### src/hw/mpf_defines.vh
/*
 Constants for the multifunction pin block: function codes, register map,
 field positions, reset values and timing figures.
 Assumes a 20 MHz system clock and a classic Wishbone register bus.
*/
`ifndef MPF_DEFINES_VH
`define MPF_DEFINES_VH

// ----------------------------------------------------------------------
// Clock and timing
// ----------------------------------------------------------------------
`define MPF_CLK_HZ 20000000
`define MPF_PULSE_MS 50
`define MPF_START_MS 100
`define MPF_PERIOD_MS 1000
`define MPF_PULSE_CYC ((`MPF_CLK_HZ / 1000) * `MPF_PULSE_MS)
`define MPF_START_CYC ((`MPF_CLK_HZ / 1000) * `MPF_START_MS)
`define MPF_PERIOD_CYC ((`MPF_CLK_HZ / 1000) * `MPF_PERIOD_MS)

// ----------------------------------------------------------------------
// Pin function codes
// ----------------------------------------------------------------------
`define MPF_FN_INACTIVE 4'h0
`define MPF_FN_SECOND 4'h1
`define MPF_FN_FIX 4'h2
`define MPF_FN_STATIONARY 4'h3
`define MPF_FN_SAT_OFF 4'h4
`define MPF_FN_PRESS_OFF 4'h5
`define MPF_FN_ZERO_ORIENT 4'h6
`define MPF_FN_STATUS_TRIG 4'h7

// ----------------------------------------------------------------------
// Fix type codes
// ----------------------------------------------------------------------
`define MPF_FIX_NONE 3'h0
`define MPF_FIX_2D 3'h1
`define MPF_FIX_3D 3'h2

// ----------------------------------------------------------------------
// Register byte addresses
// ----------------------------------------------------------------------
`define MPF_REG_FUNC 4'h0
`define MPF_REG_STATE 4'h4
`define MPF_REG_STATUS 4'h8
`define MPF_REG_CORR 4'hC

// ----------------------------------------------------------------------
// Field positions
// ----------------------------------------------------------------------
`define MPF_FUNC_P1_LSB 0
`define MPF_FUNC_P2_LSB 4
`define MPF_FUNC_AUX_LSB 8
`define MPF_STATE_FIX_LSB 0
`define MPF_STATE_TIMEOK_BIT 3
`define MPF_CORR_LSB 0
`define MPF_ST_STAT_BIT 0
`define MPF_ST_SATOFF_BIT 1
`define MPF_ST_PRSOFF_BIT 2
`define MPF_ST_ZERO_BIT 3
`define MPF_ST_TRIG_BIT 4
`define MPF_ST_RUN_BIT 5

// ----------------------------------------------------------------------
// Reset values
// ----------------------------------------------------------------------
`define MPF_FUNC_RST 12'h000
`define MPF_STATE_RST 4'h0

`endif

### src/hw/mpf_top.v
/*
 Multifunction pin block: two general pins and one auxiliary line with a
 second marker pulse generator, a fix indicator and level or edge inputs.
 Assumes a 20 MHz clock, synchronous reset at power up and a classic
 Wishbone master that holds each request until ack.
*/
// The implementer's own choices: the Wishbone slave port and the address map.
// Notes on behaviour
// - Pulse high 50 ms each second
// - Start at 100 ms, always pulse
// - Time correction may shorten interval
// - Aux falls, general pins rise
// - Time valid flag readable by software
// - Fix pin high for 3D or better
// - Stationary input: high means rest
// - Receiver disabled while pin high
// - Pressure sensor disabled while pin high
// - Rising edge zeroes orientation alignment
// - Zero alignment lost at reset
// - Rising edge sends one status message
`timescale 1ns/10ps
`include "mpf_defines.vh"
module mpf_top #(
  parameter PERIOD_CYC = `MPF_PERIOD_CYC,
  parameter PULSE_CYC = `MPF_PULSE_CYC,
  parameter START_CYC = `MPF_START_CYC
) (
  input wire clk_i,
  input wire rst_i,
  input wire wb_cyc_i,
  input wire wb_stb_i,
  input wire wb_we_i,
  input wire [3:0] wb_adr_i,
  input wire [3:0] wb_sel_i,
  input wire [31:0] wb_dat_i,
  output reg [31:0] wb_dat_o,
  output reg wb_ack_o,
  input wire time_corr_i,
  input wire gp1_i,
  output wire gp1_o,
  output wire gp1_oe_n_o,
  input wire gp2_i,
  output wire gp2_o,
  output wire gp2_oe_n_o,
  input wire aux_i,
  output wire aux_o,
  output wire aux_oe_n_o,
  output reg stationary_o,
  output reg sat_disable_o,
  output reg press_disable_o,
  output reg zero_align_o,
  output reg zero_pulse_o,
  output reg status_req_o
);
  // ----------------------------------------------------------------------
  // Registers
  // ----------------------------------------------------------------------
  reg [11:0] func;
  reg [2:0] fix_type;
  reg time_ok;
  reg [26:0] count;
  reg [26:0] start_cnt;
  reg running;
  reg marker;
  reg fix_ok;
  reg corr_req;
  wire [4:0] stat_v;
  wire [4:0] sat_v;
  wire [4:0] prs_v;
  wire [2:0] zero_v;
  wire [2:0] trig_v;
  wire [2:0] stat_w;
  wire [2:0] sat_w;
  wire [2:0] prs_w;
  wire acc;
  reg [31:0] next_dat;
  reg [1:0] state;
  reg [1:0] next_state;
  reg [26:0] next_count;
  reg [26:0] next_start;

  localparam MK_WAIT = 2'h0;
  localparam MK_HIGH = 2'h1;
  localparam MK_LOW = 2'h2;

  // A held strobe is taken once: the raised ack blocks a second take
  assign acc = wb_cyc_i & wb_stb_i & ~wb_ack_o;

  // ----------------------------------------------------------------------
  // Helpers
  // ----------------------------------------------------------------------
  function [7:0] mpf_lane;
    input [31:0] old_v;
    input [31:0] new_v;
    input sel;
    begin
      mpf_lane = sel ? new_v[7:0] : old_v[7:0];
    end
  endfunction

  // True in the last cycle of a count that starts at zero
  function mpf_reached;
    input [26:0] cnt_v;
    input [26:0] lim_v;
    begin
      mpf_reached = (cnt_v >= lim_v - 27'h0000001);
    end
  endfunction

  // ----------------------------------------------------------------------
  // Bus slave, one wait-free cycle answer
  // ----------------------------------------------------------------------
  always @(posedge clk_i) begin
    if (rst_i) begin
      wb_ack_o <= 1'b0;
      wb_dat_o <= 32'h00000000;
      func <= `MPF_FUNC_RST;
      {time_ok, fix_type} <= `MPF_STATE_RST;
      corr_req <= 1'b0;
    end else begin
      wb_ack_o <= acc;
      corr_req <= 1'b0;
      if (acc & ~wb_we_i) begin
        wb_dat_o <= next_dat;
      end
      if (acc & wb_we_i) begin
        case (wb_adr_i)
          `MPF_REG_FUNC: begin
            func[7:0] <= mpf_lane({20'h00000, func}, wb_dat_i, wb_sel_i[0]);
            if (wb_sel_i[1]) begin
              func[11:8] <= wb_dat_i[11:8];
            end
          end
          `MPF_REG_STATE: begin
            // Time valid is kept for software only; the marker never waits on it
            if (wb_sel_i[0]) begin
              fix_type <= wb_dat_i[`MPF_STATE_FIX_LSB +: 3];
              time_ok <= wb_dat_i[`MPF_STATE_TIMEOK_BIT];
            end
          end
          `MPF_REG_CORR: begin
            if (wb_sel_i[0]) begin
              corr_req <= wb_dat_i[`MPF_CORR_LSB];
            end
          end
          default: begin
          end
        endcase
      end
    end
  end

  // ----------------------------------------------------------------------
  // Read data selection
  // ----------------------------------------------------------------------
  // Unmapped offsets read as zero
  always @* begin
    next_dat = 32'h00000000;
    case (wb_adr_i)
      `MPF_REG_FUNC: next_dat = {20'h00000, func};
      `MPF_REG_STATE: next_dat = {28'h0000000, time_ok, fix_type};
      `MPF_REG_STATUS: begin
        next_dat[`MPF_ST_STAT_BIT] = stationary_o;
        next_dat[`MPF_ST_SATOFF_BIT] = sat_disable_o;
        next_dat[`MPF_ST_PRSOFF_BIT] = press_disable_o;
        next_dat[`MPF_ST_ZERO_BIT] = zero_align_o;
        next_dat[`MPF_ST_TRIG_BIT] = status_req_o;
        next_dat[`MPF_ST_RUN_BIT] = running;
      end
      default: next_dat = 32'h00000000;
    endcase
  end

  // ----------------------------------------------------------------------
  // Second marker generator
  // ----------------------------------------------------------------------
  // Once running, a correction reopens the high phase, so one interval may be short.
  // The start counter freezes once running; only a reset re-arms it.
  always @* begin
    next_state = state;
    next_count = count;
    next_start = start_cnt;
    case (state)
      MK_WAIT: begin
        if (mpf_reached(start_cnt, START_CYC[26:0])) begin
          next_state = MK_HIGH;
          next_count = 27'h0000000;
        end else begin
          next_start = start_cnt + 27'h0000001;
        end
      end
      MK_HIGH, MK_LOW: begin
        if (time_corr_i | corr_req) begin
          next_state = MK_HIGH;
          next_count = 27'h0000000;
        end else if (mpf_reached(count, PERIOD_CYC[26:0])) begin
          next_state = MK_HIGH;
          next_count = 27'h0000000;
        end else begin
          next_count = count + 27'h0000001;
          if (mpf_reached(count, PULSE_CYC[26:0])) begin
            next_state = MK_LOW;
          end
        end
      end
      default: begin
        // Unused code falls back to waiting
        next_state = MK_WAIT;
        next_count = 27'h0000000;
        next_start = 27'h0000000;
      end
    endcase
  end

  // ----------------------------------------------------------------------
  // Marker state register
  // ----------------------------------------------------------------------
  always @(posedge clk_i) begin
    if (rst_i) begin
      state <= MK_WAIT;
      start_cnt <= 27'h0000000;
      running <= 1'b0;
      count <= 27'h0000000;
      marker <= 1'b0;
    end else begin
      state <= next_state;
      start_cnt <= next_start;
      count <= next_count;
      // pulses whatever the time flag says
      running <= (next_state != MK_WAIT);
      marker <= (next_state == MK_HIGH);
    end
  end

  // ----------------------------------------------------------------------
  // Fix indicator
  // ----------------------------------------------------------------------
  // Registered, so the fix pin follows a state write after two cycles
  // 3D or better is a good fix
  always @(posedge clk_i) begin
    if (rst_i) begin
      fix_ok <= 1'b0;
    end else begin
      fix_ok <= (fix_type >= `MPF_FIX_3D);
    end
  end

  // ----------------------------------------------------------------------
  // Pin slices; aux inverts to mark the second on its falling edge
  // ----------------------------------------------------------------------
  mpf_pin #(.INVERT(0)) u_gp1 (
    .clk_i(clk_i),
    .rst_i(rst_i),
    .func_i(func[`MPF_FUNC_P1_LSB +: 4]),
    .marker_i(marker),
    .fix_ok_i(fix_ok),
    .pin_i(gp1_i),
    .pin_o(gp1_o),
    .pin_oe_n_o(gp1_oe_n_o),
    .stat_o(stat_w[0]),
    .sat_off_o(sat_w[0]),
    .press_off_o(prs_w[0]),
    .zero_p_o(zero_v[0]),
    .trig_p_o(trig_v[0])
  );

  mpf_pin #(.INVERT(0)) u_gp2 (
    .clk_i(clk_i),
    .rst_i(rst_i),
    .func_i(func[`MPF_FUNC_P2_LSB +: 4]),
    .marker_i(marker),
    .fix_ok_i(fix_ok),
    .pin_i(gp2_i),
    .pin_o(gp2_o),
    .pin_oe_n_o(gp2_oe_n_o),
    .stat_o(stat_w[1]),
    .sat_off_o(sat_w[1]),
    .press_off_o(prs_w[1]),
    .zero_p_o(zero_v[1]),
    .trig_p_o(trig_v[1])
  );

  mpf_pin #(.INVERT(1)) u_aux (
    .clk_i(clk_i),
    .rst_i(rst_i),
    .func_i(func[`MPF_FUNC_AUX_LSB +: 4]),
    .marker_i(marker),
    .fix_ok_i(fix_ok),
    .pin_i(aux_i),
    .pin_o(aux_o),
    .pin_oe_n_o(aux_oe_n_o),
    .stat_o(stat_w[2]),
    .sat_off_o(sat_w[2]),
    .press_off_o(prs_w[2]),
    .zero_p_o(zero_v[2]),
    .trig_p_o(trig_v[2])
  );

  assign stat_v = {2'b00, stat_w};
  assign sat_v = {2'b00, sat_w};
  assign prs_v = {2'b00, prs_w};

  // ----------------------------------------------------------------------
  // Combined function outputs
  // ----------------------------------------------------------------------
  // Pins sharing one input function are ORed together.
  // Alignment is volatile on purpose: only reset clears it.
  always @(posedge clk_i) begin
    if (rst_i) begin
      stationary_o <= 1'b0;
      sat_disable_o <= 1'b0;
      press_disable_o <= 1'b0;
      zero_pulse_o <= 1'b0;
      status_req_o <= 1'b0;
      zero_align_o <= 1'b0;
    end else begin
      stationary_o <= |stat_v;
      sat_disable_o <= |sat_v;
      press_disable_o <= |prs_v;
      zero_pulse_o <= |zero_v;
      status_req_o <= |trig_v;
      if (|zero_v) begin
        zero_align_o <= 1'b1;
      end
    end
  end
endmodule

### src/hw/mpf_sync.v
/*
 Three-stage pin synchroniser with agreement filter.
 Assumes the input is asynchronous to clk_i; output changes only once
 the second and third stages agree.
*/
`timescale 1ns/10ps
module mpf_sync (
  input wire clk_i,
  input wire rst_i,
  input wire pin_i,
  output reg level_o
);
  reg s1;
  reg s2;
  reg s3;

  always @(posedge clk_i) begin
    if (rst_i) begin
      s1 <= 1'b0;
      s2 <= 1'b0;
      s3 <= 1'b0;
      level_o <= 1'b0;
    end else begin
      s1 <= pin_i;
      s2 <= s1;
      s3 <= s2;
      if (s2 == s3) begin
        level_o <= s3;
      end
    end
  end
endmodule

### src/hw/mpf_pin.v
/*
 One multifunction pin slice: drives the selected output function and
 decodes the selected input function from the synchronised pin.
 Assumes shared second marker and fix indication from the top.
*/
`timescale 1ns/10ps
`include "mpf_defines.vh"
module mpf_pin #(
  parameter INVERT = 0
) (
  input wire clk_i,
  input wire rst_i,
  input wire [3:0] func_i,
  input wire marker_i,
  input wire fix_ok_i,
  input wire pin_i,
  output reg pin_o,
  output reg pin_oe_n_o,
  output reg stat_o,
  output reg sat_off_o,
  output reg press_off_o,
  output reg zero_p_o,
  output reg trig_p_o
);
  wire lvl;
  reg lvl_d;
  wire rise;

  mpf_sync u_sync (
    .clk_i(clk_i),
    .rst_i(rst_i),
    .pin_i(pin_i),
    .level_o(lvl)
  );

  assign rise = lvl & ~lvl_d;

  always @(posedge clk_i) begin
    if (rst_i) begin
      lvl_d <= 1'b1;
      pin_o <= 1'b0;
      pin_oe_n_o <= 1'b1;
      stat_o <= 1'b0;
      sat_off_o <= 1'b0;
      press_off_o <= 1'b0;
      zero_p_o <= 1'b0;
      trig_p_o <= 1'b0;
    end else begin
      lvl_d <= lvl;
      case (func_i)
        `MPF_FN_SECOND: begin
          pin_o <= (INVERT != 0) ? ~marker_i : marker_i;
          pin_oe_n_o <= 1'b0;
        end
        `MPF_FN_FIX: begin
          pin_o <= fix_ok_i;
          pin_oe_n_o <= 1'b0;
        end
        default: begin
          pin_o <= 1'b0;
          pin_oe_n_o <= 1'b1;
        end
      endcase
      stat_o <= (func_i == `MPF_FN_STATIONARY) & lvl;
      sat_off_o <= (func_i == `MPF_FN_SAT_OFF) & lvl;
      press_off_o <= (func_i == `MPF_FN_PRESS_OFF) & lvl;
      zero_p_o <= (func_i == `MPF_FN_ZERO_ORIENT) & rise;
      trig_p_o <= (func_i == `MPF_FN_STATUS_TRIG) & rise;
    end
  end
endmodule

### config.mk
export PLATFORM = sky130hd
export DESIGN_NAME = mpf_top
export DESIGN_NICKNAME = d
export VERILOG_FILES = /design/src/hw/mpf_top.v /design/src/hw/mpf_sync.v /design/src/hw/mpf_pin.v
export VERILOG_INCLUDE_DIRS = /design/src /design/src/hw
export SDC_FILE = /design/constraint.sdc
export NUM_CORES = 1
export LEC_CHECK = 0
export ABC_AREA = 0
export ABC_CLOCK_PERIOD_IN_PS = 2700
export BUFFER_PORTS_ARGS = -buffer_cell sky130_fd_sc_hd__clkbuf_2
export CORE_MARGIN = 5
export CORE_UTILIZATION = 48
export DETAILED_ROUTE_END_ITERATION = 16
export PLACE_DENSITY_LB_ADDON = 0.12
export SLEW_MARGIN = 25
export SYNTH_ARGS = -nofsm -noshare
export SYNTH_HDL_FRONTEND = slang
export SYNTH_SLANG_ARGS = --single-unit
### constraint.sdc
create_clock -name clk_i -period 2.7 [get_ports clk_i]
set_input_delay 0.405 -clock clk_i [delete_from_list [all_inputs] [get_ports clk_i]]
set_output_delay 0.405 -clock clk_i [all_outputs]
set_load 0.005 [all_outputs]
==> results.txt, run 1 <==
The transition time of the tightest slew-check pin is 0.611 ns, and the number of buffers inserted during clock tree synthesis is 17. The run gives 2620 sq um as the sequential standard cell area. Dividing total power by cell area gives a power density of 659 nW/um^2.

Clock transition time at the flip-flop clock pins of the worst setup and hold paths: 0.06 ns. Highest metal layer with signal wires: met4. Setup total negative slack on the finished layout was measured at 0 ns. Arrival time reported for the critical path endpoint: 2.91 ns.

Setup repair after global routing left no endpoint under its margin. For the CTS H-tree depth, the log shows 4. At the end of the flow, the number of nets in the layout was 743. The data required time of the worst path was 3.04 ns; the later-pin clock latency in the skew report was 0.42 ns. The classification of the worst-slack hold path was in2reg. Dominant register cell in the synthesized netlist: sky130_fd_sc_hd__dfxtp_1. The logs give 814 for the placed cell count and 72 for the pin count of the biggest net entering global routing. Cell occurring most often along the worst timing path: sky130_fd_sc_hd__or4_1. TritonCTS built the clock tree.

The worst-case IR drop observed on VDD is 0.872 mV. Startpoint of the worst hold path: gp1_i. The final instance count without filler cells is 846, and the reg2reg setup slack is 0.13 ns. The floorplan die height was 118 microns. For the number of warning messages in the yosys log, the log shows 0.

For the final setup violation count, the log shows 0. 0 antenna diodes ended up in the layout. After layout, the worst path uses 95.1% of the clock period. The largest single stage delay on the critical path is 0.53 ns. For the number of fillers in the final layout, the log shows 1014. In this run the clock root is driven by a sky130_fd_sc_hd__clkbuf_16.

The via count came out at 4752. The kind of cell with the highest combined delay along the critical path is simple AND/OR/NAND/NOR gates. The floorplan step defined a die boundary enclosing 14000 sq um. Cells fill 57.6% of the core in the end. Using the TritonRoute via totals, the vias-per-cell ratio works out to 5.62.

The sum of routed wire segments on met1 is 6330 microns. The leakage power of the design is 2.61 nW, and the synthesized area divided by synthesized cell count is 8.88 sq um. For the final-report max-slew violation count, the log shows 0. The HPWL after detailed placement is 9010 microns. The area growth from synthesis to layout is 17.2%. The buffer count from post-CTS setup fixing is 0, and the final wirelength is 13000 microns. The clock network is responsible for 52.7% of the overall power. Share of layout cells above drive strength 1: 16.1%. The number of detailed-routing iterations run before antenna repair was 4. Width of the die: 118 microns. Net switching is 21.5% of the power. Derived from the worst setup path, the maximum achievable clock frequency is 389 MHz.

The worst path in the final design needs a cycle of 2.57 ns, including I/O delays and setup. The kind of critical path is reg2reg. The total track usage is 18.4%.

Counting flops with an async set or reset pin after synthesis yields a share of 0%. Once the floorplan was initialized, standard cells occupied 49.2% of the core. The detailed router's first-iteration violation count was 402. The signal on the critical path passes through or4_1 -> a2111o_1 -> a21oi_2 -> nand3_1 -> or4_1 -> a21oi_1. After detailed routing, the number of remaining DRC violations is 0. In this run the standard cell core region covers 11500 sq um. The internal power summed over all cells is 0.00342 W. The tools report the reg-to-reg critical path startpoint as start_cnt[21]. The multi-input combinational cells in the finished layout cover a total of 2770 sq um. Sequential cells burn 44.9% of the power.

Global-route wire length before repair: 21400 microns. Of all nets on the critical path, the largest fanout is 11. Number of enable flip-flop cells after synthesis: 0. In the final routed layout, each cell accounts on average for 15.3 microns. Port buffering added 51 buffers. Per report_power, the combinational group accounts for 2.4% of the total. The via count of the first global-routing pass came out at 4458. The count of final hold-check violations is 0, and the number of resized instances in the post-cts repair step is 0.

STA classifies the critical path startpoint as a flop. The logs give 0 for the count of hold buffers inserted by post-cts repair and 6000 sq um for the placed cell area. Final setup skew: 0.0127 ns.

The congestion estimate from routability-driven global placement came to 0.852. Synthesis instantiated 56 different standard cells from the library. Counting instances, the worst hold path has a depth of 2. Summed over all nets, wire length on met2 after detailed routing comes to 5840 microns. The capture point of the worst reg-to-reg path is start_cnt[19]. The worst pin sits at a relative slew slack of 59.0%. The tools report the post-synthesis sequential area ratio as 46.5%.

Synthesis produced a netlist whose cell count is 635. The pre-CTS setup slack is 0.119 ns, and the global-route congestion overflow total is 0. For hold timing, the worst endpoint is u_gp1.u_sync.s1. The number of synthesized register bits is 131. The tools report the category of the worst setup path capture point as a flop. The I/O pin count was 94. Antenna violation net count after detailed routing: 0. The logs give 0 for the number of antenna violations at the first check in global routing and 0.132 ns for the post-route worst setup slack. The run finished with clean final reports.

After synthesis the cells add up to 5640 sq um. Summed over all nets, the switching power comes to 0.000936 W. Summed over all nets, wire length on met3 after detailed routing comes to 614 microns. The buffering stage count on the worst path with inverters included was 0. The final non-filler cell area was 6610 sq um; the total number of placement rows was 39. The tree built by TritonCTS fans out to 131 sinks. Counting along the longest clock path gives a buffer depth of 2. Count of max-cap constraint violations: 0.

Measured in cells, the most critical reg-to-reg path has a length of 6. The cell with the largest stage delay on the worst path is sky130_fd_sc_hd__or4_1.
==> metal layers <==
layer / up-vias / track usage [%]
met5: - / 0
met4: 0 / 6.45
met3: 20 / 4.97
met2: 116 / 27.8
met1: 2252 / 25.2
li1: 2364 / -
==> kinds of logic (layout without fill, tap and decap cells) <==
| kind of cell | count (synthesis) | in the layout | synth area share [%] |
|---|---|---|---|
| AND/OR/NAND/NOR | 277 | 277 | 25.4 |
| flip-flops | 131 | 131 | 46.5 |
| AO/OA/AOI/OAI | 117 | 117 | 14.1 |
| buffers and inverters | 61 | 110 | 5.75 |
| XOR/XNOR | 22 | 22 | 3.42 |
| multiplexers | 22 | 22 | 3.91 |
| adder cells (fa/ha/maj) | 4 | 4 | 0.888 |
| other | 1 | 20 | 0.0665 |
==> synthesized netlist by cell type (all sizes together) (5+ instances only) <==
master	instances	area, sq um
o21ai	27	135
nor3	26	130
dfxtp	131	2620
nand4	13	81.3
nand2	37	139
a21oi	31	163
clkbuf	24	90.1
xor2	21	184
o31ai	5	37.5
inv	9	33.8
or4	12	90.1
nand3	25	125
a22oi	12	90.1
or2	7	43.8
o2111ai	9	78.8
nor2b	18	113
and2	6	37.5
buf	28	200
nor4	10	62.6
nor3b	5	37.5
or3	12	75.1
nor4b	5	43.8
and4	9	78.8
o211ai	5	37.5
nor2	83	312
mux2i	22	220
==> layout by cell type (no fill, tap or decap), drive strengths merged, types with 10 or more instances in the layout <==
| cell type | count |
|---|---|
| a21oi | 31 |
| a22oi | 12 |
| buf | 18 |
| clkbuf | 72 |
| conb | 20 |
| dfxtp | 131 |
| inv | 11 |
| mux2i | 22 |
| nand2 | 37 |
| nand3 | 25 |
| nand4 | 13 |
| nor2 | 83 |
| nor2b | 18 |
| nor3 | 26 |
| nor4 | 10 |
| o21ai | 27 |
| or3 | 12 |
| or4 | 12 |
| xor2 | 21 |
==> cell type report <==
cell class              instances  area share, %
clock buffers                  21           7.12
inverters                       9          0.511
multi-input cells             462           42.0
flip-flops and latches        131           39.7
repair buffers                 69           6.10
well taps                     143           2.71
clock inverters                11           1.91
==> flip-flops by register name, indices dropped and copies added, names as in the netlist, 2 cells and up <==
name,count
count,27
fix_type,3
func,12
start_cnt,27
state,2
wb_dat_o,12
==> power by group through the flow <==
stage	sequential (W)	clock (W)	combinational, W
5_1_grt	0.00196	0.00244	0.000117
3_3_place_gp	0.00200	0	0.000103
4_1_cts	0.00196	0.00234	0.000105
6_report	0.00196	0.00229	0.000106
2_1_floorplan	0.00200	0	0.0000877
3_5_place_dp	0.00200	0	0.000105
==> worst max path at each step <==
stage / startpoint / end / slack, ns / depth (start not counted)
final: start_cnt[21] / start_cnt[19] / 0.13 / 6
after global routing: start_cnt[21] / start_cnt[19] / 0.03 / 6
after CTS: start_cnt[21] / start_cnt[10] / 0.09 / 7
after detailed placement: count[0] / count[10] / 0.12 / 7
after global placement: start_cnt[21] / start_cnt[8] / 0.19 / 7
after floorplan: start_cnt[21] / count[1] / 0.31 / 9
==> per-stage QoR <==
step,power (W),hold WS (ns)
4_1_cts,0.00440,0.186
3_3_place_gp,0.00210,0.405
2_1_floorplan,0.00208,0.399
3_5_place_dp,0.00210,0.407
6_report,0.00436,0.202
5_1_grt,0.00452,0.214
Note: power is estimated with default switching activity, not from simulation.
==> run 2, diff against run 1 <==
--- a/config.mk
+++ b/config.mk
@@ -9,11 +9,12 @@
 export ABC_AREA = 0
 export ABC_CLOCK_PERIOD_IN_PS = 2700
 export BUFFER_PORTS_ARGS = -buffer_cell sky130_fd_sc_hd__clkbuf_2
-export CORE_MARGIN = 5
 export CORE_UTILIZATION = 48
 export DETAILED_ROUTE_END_ITERATION = 16
 export PLACE_DENSITY_LB_ADDON = 0.12
+export REMOVE_ABC_BUFFERS = 1
 export SLEW_MARGIN = 25
 export SYNTH_ARGS = -nofsm -noshare
 export SYNTH_HDL_FRONTEND = slang
 export SYNTH_SLANG_ARGS = --single-unit
+export TNS_END_PERCENT = 100
==> run 2 against run 1 <==
  * Register-to-register slack barely moved
  * Clock power is 6% lower
  * Critical endpoint is now start_cnt[10]
  * Largest cell class unchanged
  * Sequential cell count did not move
==> results.txt, run 2 (same netlist as run 1, synthesis figures left out) <==
The run gives 0.00668 ns as the final setup skew. Setup repair after global routing left no endpoint under its margin. After global routing the overflow that remains totals 0. The number of resized instances in the post-cts repair step was 0. The floorplan step defined a core boundary enclosing 11400 sq um. The detailed router finished its first iteration with 296 violations. For the placed cell count, the log shows 817.

The run gives 4 as the CTS H-tree depth. Kind of critical path: reg2reg. The run finished with clean final reports. The die is 110 microns tall. The arrival time reported for the critical path endpoint came out at 2.91 ns. The growth of design area from synthesis to finish is 16.5%. For this configuration, the core starts out at a cell density of 49.4%. The library cell used most frequently in the layout, excluding fill and tap cells, is sky130_fd_sc_hd__dfxtp_1. Pin placement for this block handled 94 I/O pins. The die is 110 microns wide. The startpoint identified for the worst hold timing path is aux_i.

The count of nets left with antenna violations once routing finished came out at 0. The tools report the final non-filler cell area as 6570 sq um. The tools report the reg-to-reg critical path startpoint as start_cnt[21]. Global-route wire length before repair: 20900 microns. The largest registers in the layout are count (27), start_cnt (27).

The final layout contains routed wiring with a total length of 12500 microns. DRC violation count after routing: 0. For the worst hold slack, the log shows 0.204 ns. The number of hold buffers added after CTS was 0. For the die footprint, the log shows 12200 sq um.

TritonCTS built the clock tree. The worst hold path passes through 2 cells. Routability-driven placement finished with a final weighted congestion of 0.834.

The clock passes through at most 2 buffers. Summing over every cut layer, the via total after detailed routing is 4738. In this run the tool buffered the top-level ports with 51 buffer cells. The power density over the cells is 643 nW/um^2.

The worst hold path terminates at u_aux.u_sync.s1. For the total track usage, the log shows 22.6%. The worst setup path is launched from a flop. Counting I/O delays and the setup requirement, the final critical path takes 2.57 ns.

In the final layout, the share of cells above drive strength 1 is 16.0%. Clock tree synthesis found a total of 131 sinks. The repair_antennas step left the layout with diodes totalling 0.

The number of vias per cell came out at 5.59. Data on the critical path is required at its endpoint by 3.04 ns. The final instance count without filler cells was 848. The final critical-path share of the clock period came out at 95.3%. The total number of placement rows is 39. The tree is rooted in a sky130_fd_sc_hd__clkbuf_16. The placed cell area is 6010 sq um, and the via count of the first global-routing pass is 4449. The routed length per instance is 14.7 microns, and the pin count of the biggest net entering global routing is 62. The count of nets after finishing was 746; the number of buffers inserted during clock tree synthesis was 17.

Setup violations remaining at the end of the flow were counted as 0. For the pin with the worst max-slew slack, the measured transition is 0.824 ns. The tools report the final total power as 0.00422 W. The tools report the maximum resistive drop on vdd as 0.692 mV. The min-delay analysis places its worst path in the category in2reg.

Max-cap violations in this run came to 0. The capture point of the worst reg-to-reg path was start_cnt[10]. Category of the worst setup path capture point: a flop. The later-pin clock latency in the skew report was 0.41 ns.

The half-perimeter wire length after detailed placement was 8650 microns; the number of antenna violations at the first check in global routing was 0. In the final timing run, aggregate negative setup slack is 0 ns. The number of cells on the worst reg-to-reg path is 7, and the number of detailed-routing iterations run before antenna repair is 5. Clock-pin slew was measured on the worst setup and hold paths at 0.06 ns.

The logs give 0 for the count of final hold-check violations and 2.61 nW for the leakage power of the design. The run gives 389 MHz as the highest clock rate. The buffer count from post-CTS setup fixing came out at 0. In this run the worst path has a maximum fanout of 9. The setup check on the worst reg-to-reg path leaves a slack of 0.13 ns.

Leaving out fill and tap cells, the most frequent cells in the layout are sky130_fd_sc_hd__dfxtp_1 (131), sky130_fd_sc_hd__nor2_1 (83), sky130_fd_sc_hd__clkbuf_2 (51). The run gives 0 as the final-report max-slew violation count. The worst pin sits at a relative slew slack of 44.9%.
[run 2: cell types whose count changed in the layout (fill, tap and decap cells not counted), sizes merged]
cell      delta
inv          +3
bufinv       -1
clkbuf       -3
clkinvlp     -2
clkinv       +2
buf          +3
[run 2: worst max-delay path, cell delays in order (launching register included)]
cell and delay, ns:
sky130_fd_sc_hd__dfxtp_1 0.32, sky130_fd_sc_hd__or4_1 0.51, sky130_fd_sc_hd__a2111o_1 0.44, sky130_fd_sc_hd__a21oi_2 0.21, sky130_fd_sc_hd__nand3_1 0.26, sky130_fd_sc_hd__buf_4 0.26, sky130_fd_sc_hd__or3_1 0.34, sky130_fd_sc_hd__a21oi_1 0.16
[run 2: worst max path at each step]
stage	from	endpoint	slack, ns
floorplan	start_cnt[21]	count[22]	0.06
global placement	start_cnt[21]	start_cnt[8]	0.20
detailed placement	start_cnt[21]	start_cnt[10]	0.16
CTS	start_cnt[21]	start_cnt[10]	0.12
global route	count[1]	count[18]	0.01
finish	start_cnt[21]	start_cnt[10]	0.13
[run 2: area by class of cell]
cell class | instances | area [sq um]
tap | 143 | 179
fill | 1051 | 4850
timing repair buffer | 72 | 413
inverter | 9 | 33.8
clock buffer | 18 | 429
multi-input combinational | 462 | 2760
clock inverter | 13 | 125
sequential | 131 | 2620
[run 2: metrics by stage]
step / setup slack [ns] / util [%]
after floorplan: 0.0552 / -
after global placement: 0.201 / 52.6
after detailed placement: 0.158 / 52.6
after CTS: 0.122 / 57.5
after global routing: 0.00965 / 57.5
final: 0.127 / 57.5
[run 2: layer usage]
layer	vias to the layer above	routed length (microns)	track usage [%]
met2	102	5980	37.6
met3	14	517	6.58
met5	-	0	0
li1	2372	-	-
met4	0	170	8.93
met1	2250	5830	27.2
[run 2: power by group]
group	internal [W]	switching, W	total, W	leakage [nW]
Sequential	0.00195	0.00000965	0.00196	1.06
Clock	0.00127	0.000888	0.00216	0.268
Combinational	0.0000383	0.0000680	0.000106	1.28
==> run 3, diff against run 2 <==
--- a/config.mk
+++ b/config.mk
@@ -8,7 +8,7 @@
 export LEC_CHECK = 0
 export ABC_AREA = 0
 export ABC_CLOCK_PERIOD_IN_PS = 2700
-export BUFFER_PORTS_ARGS = -buffer_cell sky130_fd_sc_hd__clkbuf_2
+export BUFFER_PORTS_ARGS = -buffer_cell sky130_fd_sc_hd__buf_2
 export CORE_UTILIZATION = 48
 export DETAILED_ROUTE_END_ITERATION = 16
 export PLACE_DENSITY_LB_ADDON = 0.12
==> run 3 against run 2 <==
  * Global-route usage increased by 0.19 points
  * Die area unchanged
  * Utilization grew 0.46 points
  * Combinational power about the same
  * Sequential share of layout area fell by 0.32 points
  * Largest power group unchanged
==> results.txt, run 3 (same netlist as run 1, synthesis figures left out) <==
Once placement completed, the tool counted placed cells totaling 816. At the pin with the least slew margin, the transition time is 0.773 ns. Counting the fill cells in the layout gives 1063. The sum of routed wire segments on met1 was 5630 microns. After floorplanning, the core was sized to cover 11400 sq um. Entering global routing, the biggest net connects 70 pins.

Setup violations remaining at the end of the flow were counted as 0. The clock transition time at the flip-flop clock pins of the worst setup and hold paths is 0.05 ns, and the final wirelength is 12700 microns. In this run the tightest slew margin relative to its limit is 48.4%. The floorplan die height was 110 microns.

The logs give 39 for the total number of placement rows and 0 for the count of max-cap constraint violations. The flow ran to the end, and the final reports show no timing, DRC or antenna violations. The logs give 2620 sq um for the sequential standard cell area and 49.4% for the effective utilization at floorplan. The logs give 4499 for the via count of the first global-routing pass and 94 for the I/O pin count. After legalization and detailed placement, the total HPWL measured 8700 microns. Category of the worst setup path capture point: a flop.

The growth of design area from synthesis to finish was 17.4%; the final critical-path share of the clock period was 94.9%. The die footprint is 12200 sq um, and the width of the die is 110 microns. In the layout the commonest cells are sky130_fd_sc_hd__dfxtp_1 (131), sky130_fd_sc_hd__nor2_1 (83), sky130_fd_sc_hd__buf_2 (51). Counting I/O delays and the setup requirement, the final critical path takes 2.56 ns. The count of final hold-check violations is 0. The routed length per instance works out to 15.0 microns.

Total power for the finished layout comes to 0.00442 W. In the final design database the tool counted 745 nets. The analysis attributes to cell leakage a power of 2.64 nW.

The worst-case IR drop observed on VDD is 0.462 mV. The largest driver fanout on the critical path works out to 10. For this design, the CTS-stage hold fixing added 0 buffers.

The highest clock rate is 390 MHz. For this run, design rule violations remaining after detail routing come to 0. Number of detailed-routing iterations run before antenna repair: 5.

Counting along the longest clock path gives a buffer depth of 2. For the later-pin clock latency in the skew report, the log shows 0.42 ns. The run gives 0.865 as the final weighted congestion in routability-driven placement. The tools report the area of the multi-input gates as 2760 sq um. Global-route wire length before repair: 21200 microns. The post-route netlist has 15.9% of its cells at a drive strength greater than 1.

The logs give 0 for the final-report max-slew violation count and 0 for the antenna violation net count after detailed routing. The min-delay analysis places its worst path in the category in2reg. Power spread over the standard cell area amounts to 668 nW/um^2. In this design, the largest share of critical-path delay is due to simple AND/OR/NAND/NOR gates.

The run gives 6170 microns as the total length of routed met2 wires. Data on the critical path arrives at its endpoint at 2.91 ns. The first routing iteration left 332 violations. The most frequent standard cell in the layout excluding fill and tap cells was sky130_fd_sc_hd__dfxtp_1. On the worst path, the slowest cell contributes a delay of 0.52 ns. Setup repair after global routing left no endpoint under its margin.

The buffer count from post-CTS setup fixing came out at 0. The slowest stage of the critical path belongs to the cell sky130_fd_sc_hd__or4_1. Once layout is complete, the utilization of the core stands at 58.0%. The tools report the root buffer cell as sky130_fd_sc_hd__clkbuf_16. CTS H-tree depth: 4. The number of antenna diodes in the final layout is 0. TritonCTS built the clock tree. Walking the worst path, the cells encountered are or4_1 -> a2111o_1 -> a21oi_2 -> nand3_1 -> buf_4 -> or3_1 -> a21oi_1.

The logs give 0 for the number of antenna violations at the first check in global routing and 848 for the final instance count without filler cells. The run gives 131 as the number of clock sinks seen by CTS. Global routing used 22.7% of the available tracks across all layers.

The logs give 630 microns for the wire length on met3 and 0.192 ns for the worst hold slack. The final setup skew is 0.00744 ns. In the final layout, the registers with the most flip-flops are count (27), start_cnt (27). The worst setup path is launched from a flop.

In this run, CTS created clock tree buffers numbering 17. The buffering stage count on the worst path with inverters included was 1; the global-route congestion overflow total was 0. The setup TNS is 0 ns, and the count of port buffers added during placement is 51. The number of vias per cell works out to 5.71. The critical path is of the reg2reg type. Highest metal layer with signal wires: met4.

The routed layout has 4842 vias. The run gives 3.05 ns as the data required time of the worst path.
[run 3: worst paths after layout]
check        cells past startpoint              end          start  slack, ns
max                              7     start_cnt[8]  start_cnt[21]       0.14
min                              2  u_aux.u_sync.s1          aux_i       0.19
max reg2reg                      7     start_cnt[8]  start_cnt[21]       0.14
min reg2reg                      1   u_gp1.zero_p_o    u_gp1.lvl_d       0.43
[run 3: timing repair]
item | in CTS | in global routing
setup endpoints to repair | 0 | 2
resized for setup | 0 | 1
endpoints found under the hold margin | 0 | 0
[run 3: per-layer routing]
layer,GRT usage [%],up-vias
met4,10.6,0
li1,-,2372
met5,0,-
met2,37.5,145
met1,28.0,2302
met3,5.29,23
[run 3: power breakdown]
part	internal, W	switching (W)	leakage (nW)	total, W
clock	0.00150	0.000858	0.293	0.00236
sequential	0.00195	0.00000991	1.06	0.00196
combinational	0.0000375	0.0000673	1.29	0.000105
[run 3: through the flow]
step / cell area (sq um) / setup slack (ns)
finish: 6620 / 0.137
global route: 6620 / 0.00438
CTS: 6620 / 0.159
detailed placement: 6000 / 0.160
global placement: 6000 / 0.208
floorplan: 5420 / 0.0552
[run 3: final cells by class]
type / count / area share (%)
Clock inverter: 11 / 2.33
Tap cell: 143 / 2.70
Multi-Input combinational cell: 462 / 41.8
Clock buffer: 21 / 6.96
Sequential cell: 131 / 39.6
Timing Repair Buffer: 71 / 6.12
Inverter: 9 / 0.510
